[config.mk]
export PLATFORM = sky130hd
export DESIGN_NAME = tgw_top
export DESIGN_NICKNAME = d
export VERILOG_FILES = /design/src/tgw_pkg.sv /design/src/tgw_wdt_if.sv /design/src/tgw_wdt_core.sv /design/src/tgw_top.sv
export SDC_FILE = /design/constraint.sdc
export NUM_CORES = 1
export LEC_CHECK = 0
export BUFFER_PORTS_ARGS = -buffer_cell sky130_fd_sc_hd__buf_4
export CORE_UTILIZATION = 34
export DETAILED_ROUTE_END_ITERATION = 8
export SYNTH_ARGS = -nofsm -noshare
export SYNTH_HDL_FRONTEND = slang
export SYNTH_SLANG_ARGS = --single-unit
[constraint.sdc]
create_clock -name core_clk -period 9.7 [get_ports core_clk]
set_input_delay 1.94 -clock core_clk [delete_from_list [all_inputs] [get_ports core_clk]]
set_output_delay 1.94 -clock core_clk [all_outputs]
set_load 0.02 [all_outputs]
[src/tgw_pkg.sv]
//==============================================================
// Purpose: Shared constants and types for the timer group block
// Assumes: Single clock domain, synchronous active-high reset
// Notes:   Counts are in prescaled ticks or core clock cycles
package tgw_pkg;
	localparam int TGW_CNT_W    = 54;
	localparam int TGW_DIV_W    = 16;
	localparam int TGW_WDT_W    = 32;
	localparam int TGW_STAGES   = 4;
	localparam int TGW_NUM_GRP  = 2;
	// Counter value after reset
	localparam logic [53:0] TGW_CNT_RST = 54'h0;
	// Boot guard default, in core clock cycles
	localparam logic [31:0] TGW_BOOT_TMO = 32'h0098_9680;
	// Unlock key for the watchdog configuration
	localparam logic [31:0] TGW_WDT_KEY = 32'h50D8_3AA1;

	// Stage action encoding
	typedef enum logic [1:0] {
		TGW_ACT_OFF  = 2'b00,
		TGW_ACT_INT  = 2'b01,
		TGW_ACT_CPU  = 2'b10,
		TGW_ACT_CORE = 2'b11
	} tgw_act_t;

	// Watchdog sequencing state
	typedef enum logic [1:0] {
		TGW_WS_IDLE = 2'b00,
		TGW_WS_RUN  = 2'b01,
		TGW_WS_DONE = 2'b10
	} tgw_wstate_t;
endpackage

[src/tgw_wdt_if.sv]
//==============================================================
// Purpose: Carries watchdog configuration into the watchdog core
// Assumes: Fields are registered in the top before use
// Notes:   One modport per side
`timescale 1ns/1ps
interface tgw_wdt_if;
	logic                enable;    // Watchdog run
	logic                feed;      // Restart pulse
	logic [3:0]          stage_en;  // Per-stage enable
	logic [4*32-1:0]     tmo;       // Per-stage timeouts
	logic [4*2-1:0]      act;       // Per-stage actions
	logic                intr;      // Interrupt action pulse
	logic                cpu_rst;   // Processor reset pulse
	logic                core_rst;  // Core reset pulse
	modport top (output enable, feed, stage_en, tmo, act,
		input intr, cpu_rst, core_rst);
	modport core (input enable, feed, stage_en, tmo, act,
		output intr, cpu_rst, core_rst);
endinterface

[src/tgw_wdt_core.sv]
//==============================================================
// Purpose: Four-stage main system watchdog sequencer
// Assumes: Configuration already qualified by write protection
// Notes:   Action outputs are one-cycle registered pulses
`timescale 1ns/1ps
module tgw_wdt_core (
	input  wire logic core_clk,  // Core clock
	input  wire logic rst,       // Sync reset
	tgw_wdt_if.core   wif        // Configuration and actions
);
	import tgw_pkg::*;

	tgw_wstate_t       st_q, st_d;
	logic [1:0]        stg_q, stg_d;
	logic [31:0]       cnt_q, cnt_d;
	logic              intr_q, intr_d, cpu_q, cpu_d, core_q, core_d;
	logic [31:0]       tmo_cur;
	tgw_act_t          act_cur;

	assign tmo_cur = wif.tmo[stg_q*32 +: 32];
	assign act_cur = tgw_act_t'(wif.act[stg_q*2 +: 2]);

	// Next state of the stage sequencer
	always_comb
	begin
		st_d   = st_q;
		stg_d  = stg_q;
		cnt_d  = cnt_q;
		intr_d = 1'b0;
		cpu_d  = 1'b0;
		core_d = 1'b0;
		unique case (st_q)
			TGW_WS_IDLE:
			begin
				stg_d = 2'd0;
				cnt_d = 32'h0;
				if (wif.enable)
					st_d = TGW_WS_RUN;
			end
			TGW_WS_RUN:
			begin
				if (!wif.enable)
					st_d = TGW_WS_IDLE;
				else if (wif.feed)
				begin
					stg_d = 2'd0;
					cnt_d = 32'h0;
				end
				else if (!wif.stage_en[stg_q]
					|| act_cur == TGW_ACT_OFF)
				begin
					cnt_d = 32'h0;
					if (stg_q == 2'd3)
						st_d = TGW_WS_DONE;
					else
						stg_d = stg_q + 2'd1;
				end
				else if (cnt_q >= tmo_cur)
				begin
					cnt_d  = 32'h0;
					intr_d = (act_cur == TGW_ACT_INT);
					cpu_d  = (act_cur == TGW_ACT_CPU);
					core_d = (act_cur == TGW_ACT_CORE);
					if (stg_q == 2'd3)
						st_d = TGW_WS_DONE;
					else
						stg_d = stg_q + 2'd1;
				end
				else
					cnt_d = cnt_q + 32'h1;
			end
			TGW_WS_DONE:
			begin
				if (!wif.enable || wif.feed)
					st_d = TGW_WS_IDLE;
			end
			default:
				st_d = TGW_WS_IDLE;
		endcase
	end

	// Sequencer registers
	always_ff @(posedge core_clk)
	begin
		if (rst)
		begin
			st_q   <= TGW_WS_IDLE;
			stg_q  <= 2'd0;
			cnt_q  <= 32'h0;
			intr_q <= 1'b0;
			cpu_q  <= 1'b0;
			core_q <= 1'b0;
		end
		else
		begin
			st_q   <= st_d;
			stg_q  <= stg_d;
			cnt_q  <= cnt_d;
			intr_q <= intr_d;
			cpu_q  <= cpu_d;
			core_q <= core_d;
		end
	end

	assign wif.intr     = intr_q;
	assign wif.cpu_rst  = cpu_q;
	assign wif.core_rst = core_q;

	// Feeding restarts stage zero with a cleared count
	feed_restart_a: assert property (
		@(posedge core_clk) disable iff (rst)
		(st_q == TGW_WS_RUN && wif.enable && wif.feed)
		|=> (stg_q == 2'd0 && cnt_q == 32'h0))
		else $error("feed did not restart watchdog");
	// A CPU reset stage action gives a processor reset pulse
	stage_action_a: assert property (
		@(posedge core_clk) disable iff (rst)
		(st_q == TGW_WS_RUN && wif.enable && !wif.feed
		&& wif.stage_en[stg_q] && act_cur == TGW_ACT_CPU
		&& cnt_q >= tmo_cur) |=> cpu_q)
		else $error("cpu reset action missing");
	// Disabled stage never fires
	stage_skip_a: assert property (
		@(posedge core_clk) disable iff (rst)
		(st_q == TGW_WS_RUN && !wif.stage_en[stg_q])
		|=> !(intr_q || cpu_q || core_q))
		else $error("disabled stage fired");
	cover_fire: cover property (@(posedge core_clk) intr_q);
	cover_done: cover property (@(posedge core_clk) st_q == TGW_WS_DONE);
endmodule // tgw_wdt_core

[src/tgw_top.sv]
//==============================================================
// Purpose: Timer group with one general timer and one watchdog
// Assumes: Control bits arrive as plain ports, synchronous
// Notes:   Each group instance holds one timer and one watchdog
//==============================================================
`timescale 1ns/1ps
module tgw_top #(
	parameter int          GROUP_ID = 0,              // Group index
	parameter logic [31:0] BOOT_TMO = tgw_pkg::TGW_BOOT_TMO // Boot guard
) (
	input  wire logic                         core_clk,    // Core clock
	input  wire logic                         rst,         // Sync reset
	input  wire logic                         tmr_en,      // Run, 0 halts
	input  wire logic                         tmr_up,      // Count up
	input  wire logic                         tmr_reload_en, // Auto reload
	input  wire logic [tgw_pkg::TGW_DIV_W-1:0] tmr_div,    // Ratio-1
	input  wire logic [tgw_pkg::TGW_CNT_W-1:0] tmr_reload, // Reload value
	input  wire logic                         tmr_load,    // Load pulse
	input  wire logic [tgw_pkg::TGW_CNT_W-1:0] tmr_alarm,  // Alarm value
	input  wire logic                         tmr_alarm_en, // Alarm enable
	input  wire logic                         tmr_int_clr, // Clear pulse
	output logic [tgw_pkg::TGW_CNT_W-1:0]      tmr_count,   // Live count
	output logic                              tmr_int,     // Alarm level
	input  wire logic [31:0]                  wdt_key,     // Key value
	input  wire logic                         wdt_key_wr,  // Key strobe
	input  wire logic                         wdt_cfg_wr,  // Config strobe
	input  wire logic                         wdt_en_in,   // Enable
	input  wire logic [3:0]                   wdt_stage_en, // Stage enables
	input  wire logic [4*32-1:0]              wdt_tmo,     // Timeouts
	input  wire logic [4*2-1:0]               wdt_act,     // Actions
	input  wire logic                         wdt_feed,    // Feed pulse
	input  wire logic                         boot_done,   // Boot finished
	output logic                              wdt_locked,  // Protected
	output logic                              wdt_int,     // Stage interrupt
	output logic                              cpu_rst_out, // Processor reset
	output logic                              core_rst_out, // Core reset
	output logic                              sys_rst_out  // System reset
);
	import tgw_pkg::*;

	//==========================================================
	// General timer
	logic [TGW_DIV_W-1:0] pre_q, pre_d;
	logic [TGW_CNT_W-1:0] cnt_q, cnt_d;
	logic                 int_q, int_d;
	logic                 tick, hit;

	// Tick at or past the ratio, so a lowered ratio cannot stall
	assign tick = tmr_en && (pre_q >= tmr_div);
	assign hit  = tmr_alarm_en && (cnt_q == tmr_alarm);

	// Prescaler, counter and alarm next values
	always_comb
	begin
		pre_d = pre_q;
		cnt_d = cnt_q;
		int_d = int_q;
		if (tmr_en)
			pre_d = tick ? '0 : pre_q + 16'h1;
		if (tmr_load)
			cnt_d = tmr_reload;
		else if (hit && tmr_reload_en)
			cnt_d = tmr_reload;
		else if (tick)
			cnt_d = tmr_up ? cnt_q + 54'h1 : cnt_q - 54'h1;
		if (tmr_int_clr)
			int_d = 1'b0;
		if (hit)
			int_d = 1'b1;
	end

	// Timer registers; halt stops ticks, load and alarm reload still act
	always_ff @(posedge core_clk)
	begin
		if (rst)
		begin
			pre_q <= '0;
			cnt_q <= TGW_CNT_RST;
			int_q <= 1'b0;
		end
		else
		begin
			pre_q <= pre_d;
			cnt_q <= cnt_d;
			int_q <= int_d;
		end
	end

	assign tmr_count = cnt_q;
	assign tmr_int   = int_q;

	//==========================================================
	// Watchdog protection and configuration
	tgw_wdt_if wif ();
	logic            lock_q, lock_d;
	logic            en_q, en_d, feed_q, feed_d;
	logic [3:0]      sen_q, sen_d;
	logic [127:0]    tmo_q, tmo_d;
	logic [7:0]      act_q, act_d;
	logic            boot_q, boot_d;
	logic [31:0]     bcnt_q, bcnt_d;
	logic            sys_q, sys_d;
	logic            cpu_q, core_q, wint_q;

	// Lock, config and boot guard next values
	always_comb
	begin
		lock_d = lock_q;
		en_d   = en_q;
		sen_d  = sen_q;
		tmo_d  = tmo_q;
		act_d  = act_q;
		feed_d = wdt_feed && !lock_q;
		boot_d = boot_q;
		bcnt_d = bcnt_q;
		sys_d  = 1'b0;
		if (wdt_key_wr)
			lock_d = (wdt_key != TGW_WDT_KEY);
		if (wdt_cfg_wr && !lock_q)
		begin
			en_d  = wdt_en_in;
			sen_d = wdt_stage_en;
			tmo_d = wdt_tmo;
			act_d = wdt_act;
		end
		if (boot_q)
		begin
			if (boot_done)
				boot_d = 1'b0;
			else if (bcnt_q >= BOOT_TMO)
			begin
				sys_d  = 1'b1;
				boot_d = 1'b0;
			end
			else
				bcnt_d = bcnt_q + 32'h1;
		end
	end

	// Protection and boot registers
	always_ff @(posedge core_clk)
	begin
		if (rst)
		begin
			lock_q <= 1'b1;
			en_q   <= (GROUP_ID == 0);
			sen_q  <= 4'hF;
			tmo_q  <= {4{BOOT_TMO}};
			act_q  <= {4{TGW_ACT_CORE}};
			feed_q <= 1'b0;
			boot_q <= (GROUP_ID == 0);
			bcnt_q <= 32'h0;
			sys_q  <= 1'b0;
			cpu_q  <= 1'b0;
			core_q <= 1'b0;
			wint_q <= 1'b0;
		end
		else
		begin
			lock_q <= lock_d;
			en_q   <= en_d;
			sen_q  <= sen_d;
			tmo_q  <= tmo_d;
			act_q  <= act_d;
			feed_q <= feed_d;
			boot_q <= boot_d;
			bcnt_q <= bcnt_d;
			sys_q  <= sys_d;
			cpu_q  <= wif.cpu_rst;
			core_q <= wif.core_rst;
			wint_q <= wif.intr;
		end
	end

	assign wif.enable   = en_q;
	assign wif.feed     = feed_q;
	assign wif.stage_en = sen_q;
	assign wif.tmo      = tmo_q;
	assign wif.act      = act_q;

	// One watchdog per group, beside the timer
	tgw_wdt_core u_wdt (
		.core_clk (core_clk),
		.rst      (rst),
		.wif      (wif.core)
	);

	assign wdt_locked   = lock_q;
	assign wdt_int      = wint_q;
	assign cpu_rst_out  = cpu_q;
	assign core_rst_out = core_q;
	assign sys_rst_out  = sys_q;

	//==========================================================
	// Checks
	// No count change between prescaled ticks
	prescale_hold_a: assert property (
		@(posedge core_clk) disable iff (rst)
		(tmr_en && pre_q < tmr_div && !tmr_load && !hit)
		|=> $stable(cnt_q))
		else $error("counter moved between ticks");
	// Up count adds one per tick
	count_dir_a: assert property (
		@(posedge core_clk) disable iff (rst)
		(tick && tmr_up && !tmr_load && !hit)
		|=> cnt_q == $past(cnt_q) + 54'h1)
		else $error("up count wrong");
	// Down count takes one per tick
	count_down_a: assert property (
		@(posedge core_clk) disable iff (rst)
		(tick && !tmr_up && !tmr_load && !hit)
		|=> cnt_q == $past(cnt_q) - 54'h1)
		else $error("down count wrong");
	// Alarm with reload takes the reload value
	auto_reload_a: assert property (
		@(posedge core_clk) disable iff (rst)
		(hit && tmr_reload_en && !tmr_load)
		|=> cnt_q == $past(tmr_reload))
		else $error("reload missed");
	// Load pulse shows the reload value
	load_value_a: assert property (
		@(posedge core_clk) disable iff (rst)
		tmr_load |=> tmr_count == $past(tmr_reload))
		else $error("load value wrong");
	// A tick shows up on the live output
	live_value_a: assert property (
		@(posedge core_clk) disable iff (rst)
		(tick && !tmr_load && !hit)
		|=> tmr_count != $past(tmr_count))
		else $error("live value did not move");
	// Halt holds the count
	halt_hold_a: assert property (
		@(posedge core_clk) disable iff (rst)
		(!tmr_en && !tmr_load && !hit) |=> $stable(cnt_q))
		else $error("halted counter moved");
	// Enabled match raises the level
	alarm_level_a: assert property (
		@(posedge core_clk) disable iff (rst)
		hit |=> tmr_int)
		else $error("alarm interrupt missing");
	// Level stays until cleared
	int_sticky_a: assert property (
		@(posedge core_clk) disable iff (rst)
		(tmr_int && !tmr_int_clr) |=> tmr_int)
		else $error("interrupt dropped early");
	// Clear without a match drops the level
	int_clear_a: assert property (
		@(posedge core_clk) disable iff (rst)
		(tmr_int_clr && !hit) |=> !tmr_int)
		else $error("interrupt not cleared");
	// No match keeps a low level low
	alarm_quiet_a: assert property (
		@(posedge core_clk) disable iff (rst)
		(!hit && !tmr_int) |=> !tmr_int)
		else $error("interrupt raised without match");
	// Locked configuration holds
	cfg_locked_a: assert property (
		@(posedge core_clk) disable iff (rst)
		(lock_q && !wdt_key_wr)
		|=> $stable(tmo_q) && $stable(en_q))
		else $error("locked config changed");
	// Right key removes the protection
	key_unlock_a: assert property (
		@(posedge core_clk) disable iff (rst)
		(wdt_key_wr && wdt_key == TGW_WDT_KEY)
		|=> !wdt_locked)
		else $error("key did not unlock");
	// Any other key restores the protection
	key_relock_a: assert property (
		@(posedge core_clk) disable iff (rst)
		(wdt_key_wr && wdt_key != TGW_WDT_KEY)
		|=> wdt_locked)
		else $error("wrong key did not lock");
	// Interrupt action reaches its output
	int_route_a: assert property (
		@(posedge core_clk) disable iff (rst)
		wif.intr |=> wdt_int)
		else $error("stage interrupt lost");
	// Core reset action reaches its output
	core_route_a: assert property (
		@(posedge core_clk) disable iff (rst)
		wif.core_rst |=> core_rst_out)
		else $error("core reset lost");
	// Overdue boot resets the system
	boot_guard_a: assert property (
		@(posedge core_clk) disable iff (rst)
		(boot_q && !boot_done && bcnt_q >= BOOT_TMO)
		|=> sys_rst_out)
		else $error("boot guard reset missing");
	// Finished boot stops the guard quietly
	boot_done_a: assert property (
		@(posedge core_clk) disable iff (rst)
		(boot_q && boot_done)
		|=> (!boot_q && !sys_rst_out))
		else $error("boot guard ran past boot");
	// Idle guard never resets
	boot_quiet_a: assert property (
		@(posedge core_clk) disable iff (rst)
		!boot_q |=> !sys_rst_out)
		else $error("system reset without boot guard");
	cover_alarm: cover property (@(posedge core_clk) hit && tmr_reload_en);
	cover_unlock: cover property (@(posedge core_clk) $fell(lock_q));
	cover_boot: cover property (@(posedge core_clk) sys_rst_out);
endmodule // tgw_top

# ---- Yosys cells after proc, flatten, opt, wreduce, memory -nomap -nowiden
# Cells that the tools add are included.
dict set report totals {
  ff_bits 290
  output_inout_bits 60
}
dict set report op_classes {
  addsub 6
  n_lt_le_gt_ge 4
  eq_ne 14
  shifts 2
  muxes 32
  bitwise_logic 6
  reduce_logical 21
}
# op n
set ops {}
lappend ops {{54-bit 2-to-1 mux} 4}
lappend ops {{32-bit 2-to-1 mux} 4}
lappend ops {{128-bit by 8-bit variable part select with 32-bit output} 1}
lappend ops {{32-bit by 1-bit adder with 32-bit output, second input constant} 2}
lappend ops {{32-bit case mux with 2 select lines} 1}
lappend ops {{54-bit by 1-bit adder with 54-bit output, second input constant} 1}
lappend ops {{54-bit == test} 1}
lappend ops {{54-bit by 1-bit subtractor with 54-bit output, second input constant} 1}
lappend ops {{32-bit by 24-bit >= comparator with 1-bit output, second input constant} 1}
lappend ops {{32-bit >= comparator} 1}
lappend ops {{32-bit by 31-bit != test with 1-bit output, second input constant} 1}
lappend ops {{2-bit 2-to-1 mux} 12}
lappend ops {{16-bit by 1-bit adder with 16-bit output, second input constant} 1}
lappend ops {{16-bit >= comparator} 1}
lappend ops {{16-bit 2-to-1 mux} 1}
lappend ops {{2-bit == test, second input constant} 4}
lappend ops {{4-bit by 2-bit != test with 1-bit output, second input constant} 2}
lappend ops {{8-bit by 4-bit variable part select with 2-bit output} 1}
lappend ops {{1-bit 2-to-1 mux} 7}
lappend ops {{1-bit NOT} 6}
lappend ops {{2-bit case mux with 3 select lines} 1}
lappend ops {{3-bit AND reduction} 2}
lappend ops {{6-bit OR reduction} 1}
lappend ops {{1-bit logical AND} 5}
lappend ops {{other kinds (16)} 23}

# ---- Longest topological paths before layout
# Gate-level depths: netlist (run 1).
dict set report logic_depth {
  depth_word 8
  mapped_depth 16
}

# ---- Hierarchy
# From an unflattened synthesis (run 1), not the netlist that was laid out.
dict set report hier_totals {
  cells_unflattened 2144
  area_unflattened_um2 17314.1
}
# module n_inst cells_per_inst area_each_um2 seq_area_each_um2
set modules_own_cells {}
lappend modules_own_cells {tgw_top 1 1776 13635.6 5024.8}
lappend modules_own_cells {tgw_wdt_core 1 368 3678.5 780.7}

# ---- Worst setup path before layout (run 1)
# OpenSTA, ideal clock, no wires.
dict set report synth_path {
  path_type {input to register}
  start {in tmr_up}
  end {reg cnt_q[52], in the netlist tmr_count[52]}
  setup_time_ns 0.086
  t_arrival_ns 5.175
  required_ns 9.614
  slack_ns 4.439
  cell_stages 13
  path_buffers 1
  cell_sequence {inv_1 ha_1 buf_6 a21o_1 a21o_1 a21oi_2 o21ai_2 a211oi_2 a2bb2oi_2 o21ai_1 a2111oi_2 xor2_1 a211oi_1}
}
dict set report synth_between {
  elab_chain_len 4
}
# element line
set synth_lines {}
lappend synth_lines {{start, declared} tgw_top.sv:14} ;# input wire logic tmr_up,
lappend synth_lines {{54-bit 2-to-1 mux} tgw_top.sv:65} ;# cnt_d = tmr_up ? cnt_q + 54'h1 : cnt_q - 54'h1;
lappend synth_lines {{54-bit 2-to-1 mux} tgw_top.sv:64} ;# else if (tick)
lappend synth_lines {{54-bit 2-to-1 mux} tgw_top.sv:62} ;# else if (hit && tmr_reload_en)
lappend synth_lines {{54-bit 2-to-1 mux} tgw_top.sv:60} ;# if (tmr_load)
lappend synth_lines {{end signal, assigned} tgw_top.sv:84} ;# cnt_q <= cnt_d;
lappend synth_lines {{end, declared} tgw_top.sv:44} ;# logic [TGW_CNT_W-1:0] cnt_q, cnt_d;
# No other way between the ends. The select of a mux whose other input is x is not followed.
# A chain may end at the register's enable or synchronous reset.

# ---- Worst setup path after layout (run 1)
# Same ends and word-level chain as after synthesis.

==> results of run 1 <==
through the flow:
stage / setup slack, ns / cells / area (um^2)
2_1_floorplan: 4.44 / 2119 / 17000
3_3_place_gp: 4.06 / 3044 / 20200
3_5_place_dp: 4.06 / 3044 / 20200
4_1_cts: 4.64 / 3108 / 21400
5_1_grt: 4.35 / 3109 / 21400
6_report: 4.57 / 3109 / 21400
final timing paths:
kind                                                    end  slack, ns  cells after the start
worst max-delay path             tmr_count[52]$_SDFFE_PP0P_       4.57                     14
worst min-delay path                core_rst_out$_SDFF_PP0_       0.43                      1
worst max register to register  u_wdt.cnt_q[3]$_SDFFE_PP0P_       5.50                     15
worst min register to register      core_rst_out$_SDFF_PP0_       0.43                      1
state kept, by name, summed over array words and instances (netlist names), 2 cells and up:
register and cells:
pre_q 16, bcnt_q 32, u_wdt.cnt_q 32, u_wdt.stg_q 2, act_q 8, sen_q 4
tmr_count 54, u_wdt.st_q 2, tmo_q 128
power by group through the flow:
stage / sequential, mW / combinational (mW) / clock (mW)
floorplan: 1.27 / 0.268 / 0
CTS: 1.24 / 0.493 / 1.39
finish: 1.24 / 0.496 / 1.35
global placement: 1.27 / 0.490 / 0
detailed placement: 1.27 / 0.490 / 0
global route: 1.24 / 0.537 / 1.43
layout by cell type, fill, tap and decap left out, drive strengths merged, types with 13 or more instances in the layout:
cell type / netlist / routed
nand2: 406 / 406
buf: 40 / 379
dfxtp: 290 / 290
a21oi: 200 / 200
nor2: 182 / 182
ha: 105 / 105
inv: 93 / 95
nand3: 86 / 86
xnor2: 76 / 76
xor2: 75 / 75
a21o: 60 / 60
o21ai: 55 / 55
clkbuf: 78 / 50
nand4: 37 / 37
mux4: 35 / 35
nor3: 28 / 28
nor2b: 22 / 22
and3: 19 / 19
a211oi: 19 / 19
a31oi: 16 / 16
nor4: 16 / 16
mux2i: 13 / 13
a311oi: 13 / 13
per-layer routing:
layer  track usage  up-vias
met1         0.299     7697
li1              -     7986
met2         0.326      485
met3        0.0332       84
met5             0        -
met4        0.0757        0
kinds of logic after synthesis:
kind of cell / synth area share
AND/OR/NAND/NOR: 0.228
AO/OA/AOI/OAI: 0.170
flip-flops: 0.341
buffers and inverters: 0.0498
XOR/XNOR: 0.0777
adder cells (fa/ha/maj): 0.0784
multiplexers: 0.0546
area by class of cell:
class	count	area, um^2
tap	664	831
fill	4976	27700
clock buffer	50	1020
antenna	1	2.50
inverter	93	349
clock inverter	14	159
sequential	290	5810
timing repair buffer	379	2850
multi-input combinational	1618	10400
==> impl_metrics.tcl, run 1 <==
set metrics [dict create \
    status "finished clean" \
    first_pass_iters 5 \
    grt_usage 0.212 \
    tns_ns 0 \
    switchingPower_uw 853 \
    crit_path_cell_trace "buf_4 > inv_2 > buf_4 > ha_1 > a21o_1 > a21o_1 > a211oi_1 > o31a_1 > nor4_1 > o21ai_1 > o21ai_1 > a2111oi_2 > xor2_1 > a211oi_1" \
    setup_violations 0 \
    hp-class "reg2reg" \
    timing.hold.ws_ns 0.435 \
    num-nets-final 2833 \
    antenna_found_initial 1 \
    synth-edff-count 0 \
    clk_latency_ns 0.55 \
    clockBufferDepth 3 \
    area_growth_pct 25.9 \
    max_freq_mhz 195 \
    via_count 16300 \
    crit_fanout 38 \
    cts_tree "built" \
    ys_async_sr_fraction 0 \
    dr_wl_met3_um 3170 \
    met2_length_um 24600 \
    crit_type "in2reg" \
    clockRootBuffer "clkbuf_16" \
    dieHeight_um 226 \
    critPathTopFamily "compound AO/OA/AOI/OAI gates" \
    grt_max_degree 100 \
    vdd_ir_drop_max_mv 0.109 \
    p_per_area_mw_per_mm2 144 \
    ctsResizeCount 0 \
    critical_path_arrival_ns 5.53 \
    top_layer "met4" \
    pwr-share-clk 0.437 \
    cpMaxStageDelayCell "buf_4" \
    synth_cell_types 83 \
    ant_nets 0 \
    slew_headroom 0.252 \
    finalWeightedCongestion 0.968 \
    slowest_delay_ns 0.52 \
    synth_common_cells "nand2_1 (406), dfxtp_1 (290), a21oi_1 (195)" \
    syn_inst 2119 \
    r2r_start "u_wdt.stg_q[0]$_SDFFE_PP0P_" \
    numCtsBuffers 36 \
    wl_per_cell_um 18.0 \
    path_clk_slew_ns 0.06 \
    h-tree-depth 2 \
    p_int_mw 2.24 \
    viasPerCell 5.23 \
    yosysMostFrequentCell "nand2_1" \
    switching_share 0.276 \
    synth_flop_cell "dfxtp_1" \
    core_area_mm2 0.0492 \
    hold_start "u_wdt.wif.core_rst$_SDFF_PP0_" \
    finalClockSkew_ns 0.0194 \
    clock_sinks 290 \
    rows 81 \
    cap_violations 0 \
    wirelength_met1_um 26500 \
    critPathBufInv 3 \
    die_w_um 226 \
    synth_top_area_frac 0.341 \
    postCtsSetupRepairBufs 0 \
    grt_pass1_vias 15500 \
    syn_area_per_cell_um2 8.03 \
    postCtsHoldBufs 0 \
    worstPathRequired_ns 10.10 \
    comb_power_share 0.161 \
    die-area_mm2 0.0510 \
    grt_overflow 0 \
    yosysSeqAreaShare 0.341 \
    period_needed_ns 5.13 \
    grt_pass1_wl_um 85100 \
    yosysWarnings 0 \
    routed_wl_um 55900 \
    final-hold-violation-count 0 \
    power_mw 3.09 \
    syn_area_mm2 0.0170 \
    end_kind "flip-flop" \
    ys_seq_elements 290 \
    utilization 0.436 \
    start_util 0.346 \
    fin_crit_sh 0.529 \
    synth_nets 2534 \
    power.leakage_nw 9.15 \
    hpwl_um 42200 \
    crit_path_start "tmr_up" \
    io_buffers 368 \
    critPathLaunchType "input port" \
    yosys-top-cells-area "dfxtp_1 (34%), nand2_1 (9.0%), ha_1 (7.7%), a21oi_1 (5.7%), mux4_2 (4.6%)" \
    drc_errors 0 \
    p_seq_frac 0.402 \
    worst_pin_slew_ns 1.12 \
    rsz0062_at_grt "false" \
    drive_gt1_frac 0.210 \
    pin_count 369 \
    synth_area_leader_cell "dfxtp_1" \
    final_max_slew_viol_count 0 \
    dr.first_iter.drc_count 1020 \
]
No activity file was read; power rests on OpenSTA's default activity.
==> run 2: changes to the inputs <==
==> constraint.sdc (replaced) <==
create_clock -name core_clk -period 4.95 [get_ports core_clk]
set_input_delay 0.99 -clock core_clk [delete_from_list [all_inputs] [get_ports core_clk]]
set_output_delay 0.99 -clock core_clk [all_outputs]
set_load 0.02 [all_outputs]
==> impl_metrics.tcl, run 2 (same netlist as run 1, synthesis figures left out) <==
set metrics [dict create \
    cap_violations 0 \
    cts_tree "built" \
    final-hold-violation-count 0 \
    antenna_found_initial 1 \
    dieHeight_um 226 \
    grt_pass1_vias 15700 \
    io_buffers 368 \
    routed_wl_um 57000 \
    end_kind "flip-flop" \
    status "finished clean" \
    postPlaceCellArea_mm2 0.0204 \
    top_register "tmo_q" \
    grt_max_degree 88 \
    crit_fanout 24 \
    drc_errors 0 \
    worst_pin_slew_ns 0.940 \
    clk_latency_ns 0.55 \
    final_common_cell "nand2_1" \
    core_area_mm2 0.0492 \
    n_fill_cell 4925 \
    fin_crit_sh 0.834 \
    power.leakage_nw 9.21 \
    setup_violations 0 \
    max_freq_mhz 242 \
    path_clk_slew_ns 0.06 \
    grt_overflow 0 \
    final_max_slew_viol_count 0 \
    tns_ns 0 \
    worstPathRequired_ns 5.39 \
    rows 81 \
    start_util 0.346 \
    grt_usage 0.219 \
    die-area_mm2 0.0510 \
    clockRootBuffer "clkbuf_16" \
    finalWeightedCongestion 0.968 \
    critical_path_arrival_ns 4.57 \
    utilization 0.437 \
    ant_nets 0 \
    dr.first_iter.drc_count 1101 \
    p_per_area_mw_per_mm2 277 \
    clockBufferDepth 3 \
    numCtsBuffers 35 \
    area_growth_pct 26.2 \
    postCtsHoldBufs 0 \
    h-tree-depth 2 \
    r2r_slack_ns 1.11 \
    via_count 16100 \
    vdd_ir_drop_max_mv 0.160 \
    hp-class "reg2reg" \
    crit_type "in2reg" \
    finalInstanceArea_mm2 0.0215 \
    num-nets-final 2848 \
    rsz0062_at_grt "false" \
    clock_sinks 290 \
    die_w_um 226 \
    slew_headroom 0.374 \
    finalClockSkew_ns 0.0143 \
    layout_common_cells "nand2_1 (405), buf_4 (393), dfxtp_1 (288)" \
    first_pass_iters 5 \
    postCtsSetupRepairBufs 0 \
    drive_gt1_frac 0.214 \
    antenna_cells 0 \
    largest_reg_flops 128 \
    ctsResizeCount 0 \
    pin_count 369 \
    viasPerCell 5.17 \
    grt_pass1_wl_um 87400 \
    wl_per_cell_um 18.3 \
    timing.hold.ws_ns 0.436 \
    period_needed_ns 4.13 \
    hpwl_um 44100 \
    critPathLaunchType "input port" \
]
## run 2: metal layers
layer / track usage / vias up / wire, um
met4: 0.0540 / 0 / 858
met1: 0.308 / 7645 / 27300
met3: 0.0346 / 51 / 2850
met5: 0 / - / 0
li1: - / 7999 / -
met2: 0.349 / 411 / 26000
## run 2: area by class of cell
type	count	area, um^2	share of cell area
clock inverter	9	91.3	0.00425
clock buffer	49	1020	0.0474
inverter	93	349	0.0163
sequential	290	5810	0.270
multi-input combinational	1618	10400	0.484
timing repair buffer	395	2980	0.139
tap	664	831	0.0387
## run 2: worst paths after layout
| kind | from | end | cells past startpoint |
|---|---|---|---|
| worst min register to register | u_wdt.wif.cpu_rst$_SDFF_PP0_ | cpu_rst_out$_SDFF_PP0_ | 1 |
| worst max-delay path | tmr_up | tmr_count[53]$_SDFFE_PP0P_ | 14 |
| worst max register to register | u_wdt.stg_q[0]$_SDFFE_PP0P_ | u_wdt.cnt_q[3]$_SDFFE_PP0P_ | 15 |
| worst min-delay path | u_wdt.wif.cpu_rst$_SDFF_PP0_ | cpu_rst_out$_SDFF_PP0_ | 1 |
## run 2: power breakdown
group / switching (mW) / internal [mW] / total [mW]
clock network: 1.04 / 1.49 / 2.52
logic: 0.540 / 0.453 / 0.993
registers: 0.0632 / 2.37 / 2.43
total: 1.64 / 4.31 / 5.95
## run 2: through the flow
| step | power [mW] | setup slack, ns | instances |
|---|---|---|---|
| 5_1_grt | 6.20 | 0.583 | 3118 |
| 2_1_floorplan | 3.02 | 0.639 | 2119 |
| 3_5_place_dp | 3.47 | 0.302 | 3060 |
| 3_3_place_gp | 3.47 | 0.332 | 3060 |
| 4_1_cts | 6.02 | 0.876 | 3118 |
| 6_report | 5.95 | 0.823 | 3118 |
## run 2: critical path, stage by stage
cell     delay, ns
buf_4         0.14
inv_2         0.42
buf_4         0.35
ha_1          0.36
nand4_1       0.16
nor3_1        0.29
and2_1        0.21
nand4_1       0.10
a21oi_1       0.29
o21ai_1       0.22
and3_1        0.20
nor3_1        0.50
mux2i_1       0.25
nand2_1       0.06
==> run 3: changes to the inputs <==
==> constraint.sdc (replaced) <==
create_clock -name core_clk -period 3.5 [get_ports core_clk]
set_input_delay 0.7 -clock core_clk [delete_from_list [all_inputs] [get_ports core_clk]]
set_output_delay 0.7 -clock core_clk [all_outputs]
set_load 0.02 [all_outputs]
==> impl_metrics.tcl, run 3 (same netlist as run 1, synthesis figures left out) <==
set metrics [dict create \
    numCtsBuffers 37 \
    io_buffers 368 \
    p_per_area_mw_per_mm2 396 \
    grt_pass1_vias 16300 \
    grt_usage 0.226 \
    critPathBufInv 3 \
    status "finished clean" \
    finalInstanceArea_mm2 0.0231 \
    via_count 16900 \
    antenna_found_initial 2 \
    slew_headroom 0.277 \
    pin_count 369 \
    dr.first_iter.drc_count 1168 \
    cts_tree "built" \
    dp_cells 3209 \
    finalWeightedCongestion 0.951 \
    postPlaceCellArea_mm2 0.0216 \
    final_common_cell "buf_4" \
    dp_slack_ns -0.226 \
    crit_type "reg2reg" \
    clock_sinks 290 \
    grt_pass1_wl_um 90000 \
    path_clk_slew_ns 0.06 \
    slowest_delay_ns 0.52 \
    tns_ns 0 \
    final_cells 3284 \
    crit_fanout 15 \
    grt_overflow 0 \
    vdd_ir_drop_max_mv 0.363 \
    utilization 0.470 \
    first_pass_iters 7 \
    cpMostUsedCell "a21o_1" \
    critPathTopFamily "compound AO/OA/AOI/OAI gates" \
    top_register "tmo_q" \
    switching_share 0.273 \
    comb_power_share 0.179 \
    clk_latency_ns 0.56 \
    path_depth 15 \
    largest_reg_flops 128 \
    layout_common_cells "buf_4 (536), nand2_1 (405), dfxtp_1 (288)" \
    timing.hold.ws_ns 0.350 \
    dieHeight_um 226 \
    p_int_mw 6.67 \
    cap_violations 0 \
    routed_wl_um 59400 \
    wl_per_cell_um 18.1 \
    drive_gt1_frac 0.270 \
    critical_path_arrival_ns 3.85 \
    postCtsHoldBufs 0 \
    met2_length_um 26300 \
    die_w_um 226 \
    worstRegToRegCells 15 \
    hpwl_um 45400 \
    antenna_cells 0 \
    power_mw 9.17 \
    final.setup.worst_slack_ns 0.140 \
    period_needed_ns 3.36 \
    die-area_mm2 0.0510 \
    core_area_mm2 0.0492 \
    p_seq_frac 0.375 \
    worst_pin_slew_ns 1.08 \
    drc_errors 0 \
    worstPathRequired_ns 3.99 \
    viasPerCell 5.14 \
    grt_max_degree 172 \
    ant_nets 0 \
    dr_wl_met3_um 3290 \
    cpMaxStageDelayCell "mux4_2" \
    num-nets-final 3007 \
    rows 81 \
    setup_violations 0 \
    hp-class "in2reg" \
    final_max_slew_viol_count 0 \
    power.leakage_nw 10.1 \
    hold_depth 3 \
    crit_path_cell_trace "buf_12 > mux4_2 > inv_1 > ha_1 > a21o_1 > a21o_1 > a21oi_1 > o21ai_0 > a211oi_2 > o211a_1 > o31ai_4 > a21oi_2 > o21ai_4 > clkbuf_16 > nor2_1" \
    critPathLaunchType "flip-flop" \
    final-hold-violation-count 0 \
    h-tree-depth 2 \
    pwr-share-clk 0.446 \
    start_util 0.346 \
    area_growth_pct 35.8 \
    clockBufferDepth 3 \
    fin_crit_sh 0.960 \
    max_freq_mhz 298 \
    clockRootBuffer "clkbuf_16" \
    end_kind "flip-flop" \
    switchingPower_mw 2.50 \
    wirelength_met1_um 28100 \
    finalClockSkew_ns 0.0146 \
    top_layer "met5" \
]
-- run 3: changes by cell type in the layout (fill, tap and decap cells not counted), sizes merged --
cell / change
buf: +154
bufinv: +3
clkbuf: +5
clkinvlp: +3
inv: +1
-- run 3: tightest hold or removal path: cells and delay by family --
family | cells | cell delay, ns
AND/OR/NAND/NOR | 2 | 0.10
buffers and inverters | 1 | 0.08
-- run 3: path summary, 6_finish.rpt --
check                                                    end                        start  slack [ns]
worst max-delay path            u_wdt.cnt_q[13]$_SDFFE_PP0P_  u_wdt.stg_q[0]$_SDFFE_PP0P_        0.14
worst min-delay path                  tmo_q[83]$_SDFFE_PP1P_                  wdt_tmo[83]        0.35
worst max register to register  u_wdt.cnt_q[13]$_SDFFE_PP0P_  u_wdt.stg_q[0]$_SDFFE_PP0P_        0.14
worst min register to register            wdt_int$_SDFF_PP0_    u_wdt.wif.intr$_SDFF_PP0_        0.44
-- run 3: final cells by class --
| type | count | area, um^2 |
|---|---|---|
| clock buffers | 51 | 1090 |
| inverters | 93 | 353 |
| fillers | 4825 | 26000 |
| well taps | 664 | 831 |
| clock inverters | 16 | 220 |
| multi-input cells | 1618 | 10500 |
| flip-flops and latches | 290 | 5810 |
| repair buffers | 552 | 4350 |
-- run 3: metal layers --
metal / up-vias / GRT usage
li1: 8323 / -
met1: 8055 / 0.318
met2: 439 / 0.347
met3: 73 / 0.0390
met4: 4 / 0.0764
met5: - / 0
-- run 3: power groups by stage --
stage          combinational [mW]  sequential [mW]  clock (mW)
2_1_floorplan               0.753             3.52           0
3_3_place_gp                 1.61             3.51           0
3_5_place_dp                 1.62             3.51           0
4_1_cts                      1.63             3.43        4.21
5_1_grt                      1.77             3.44        4.33
6_report                     1.64             3.43        4.09
-- run 3: timing repair --
action / 4_1_cts / 5_1_grt
endpoints found under the setup margin: 0 / 34
gates resized for setup: 0 / 13
buffers inserted: 0 / 6
hold endpoints to repair: 0 / 0
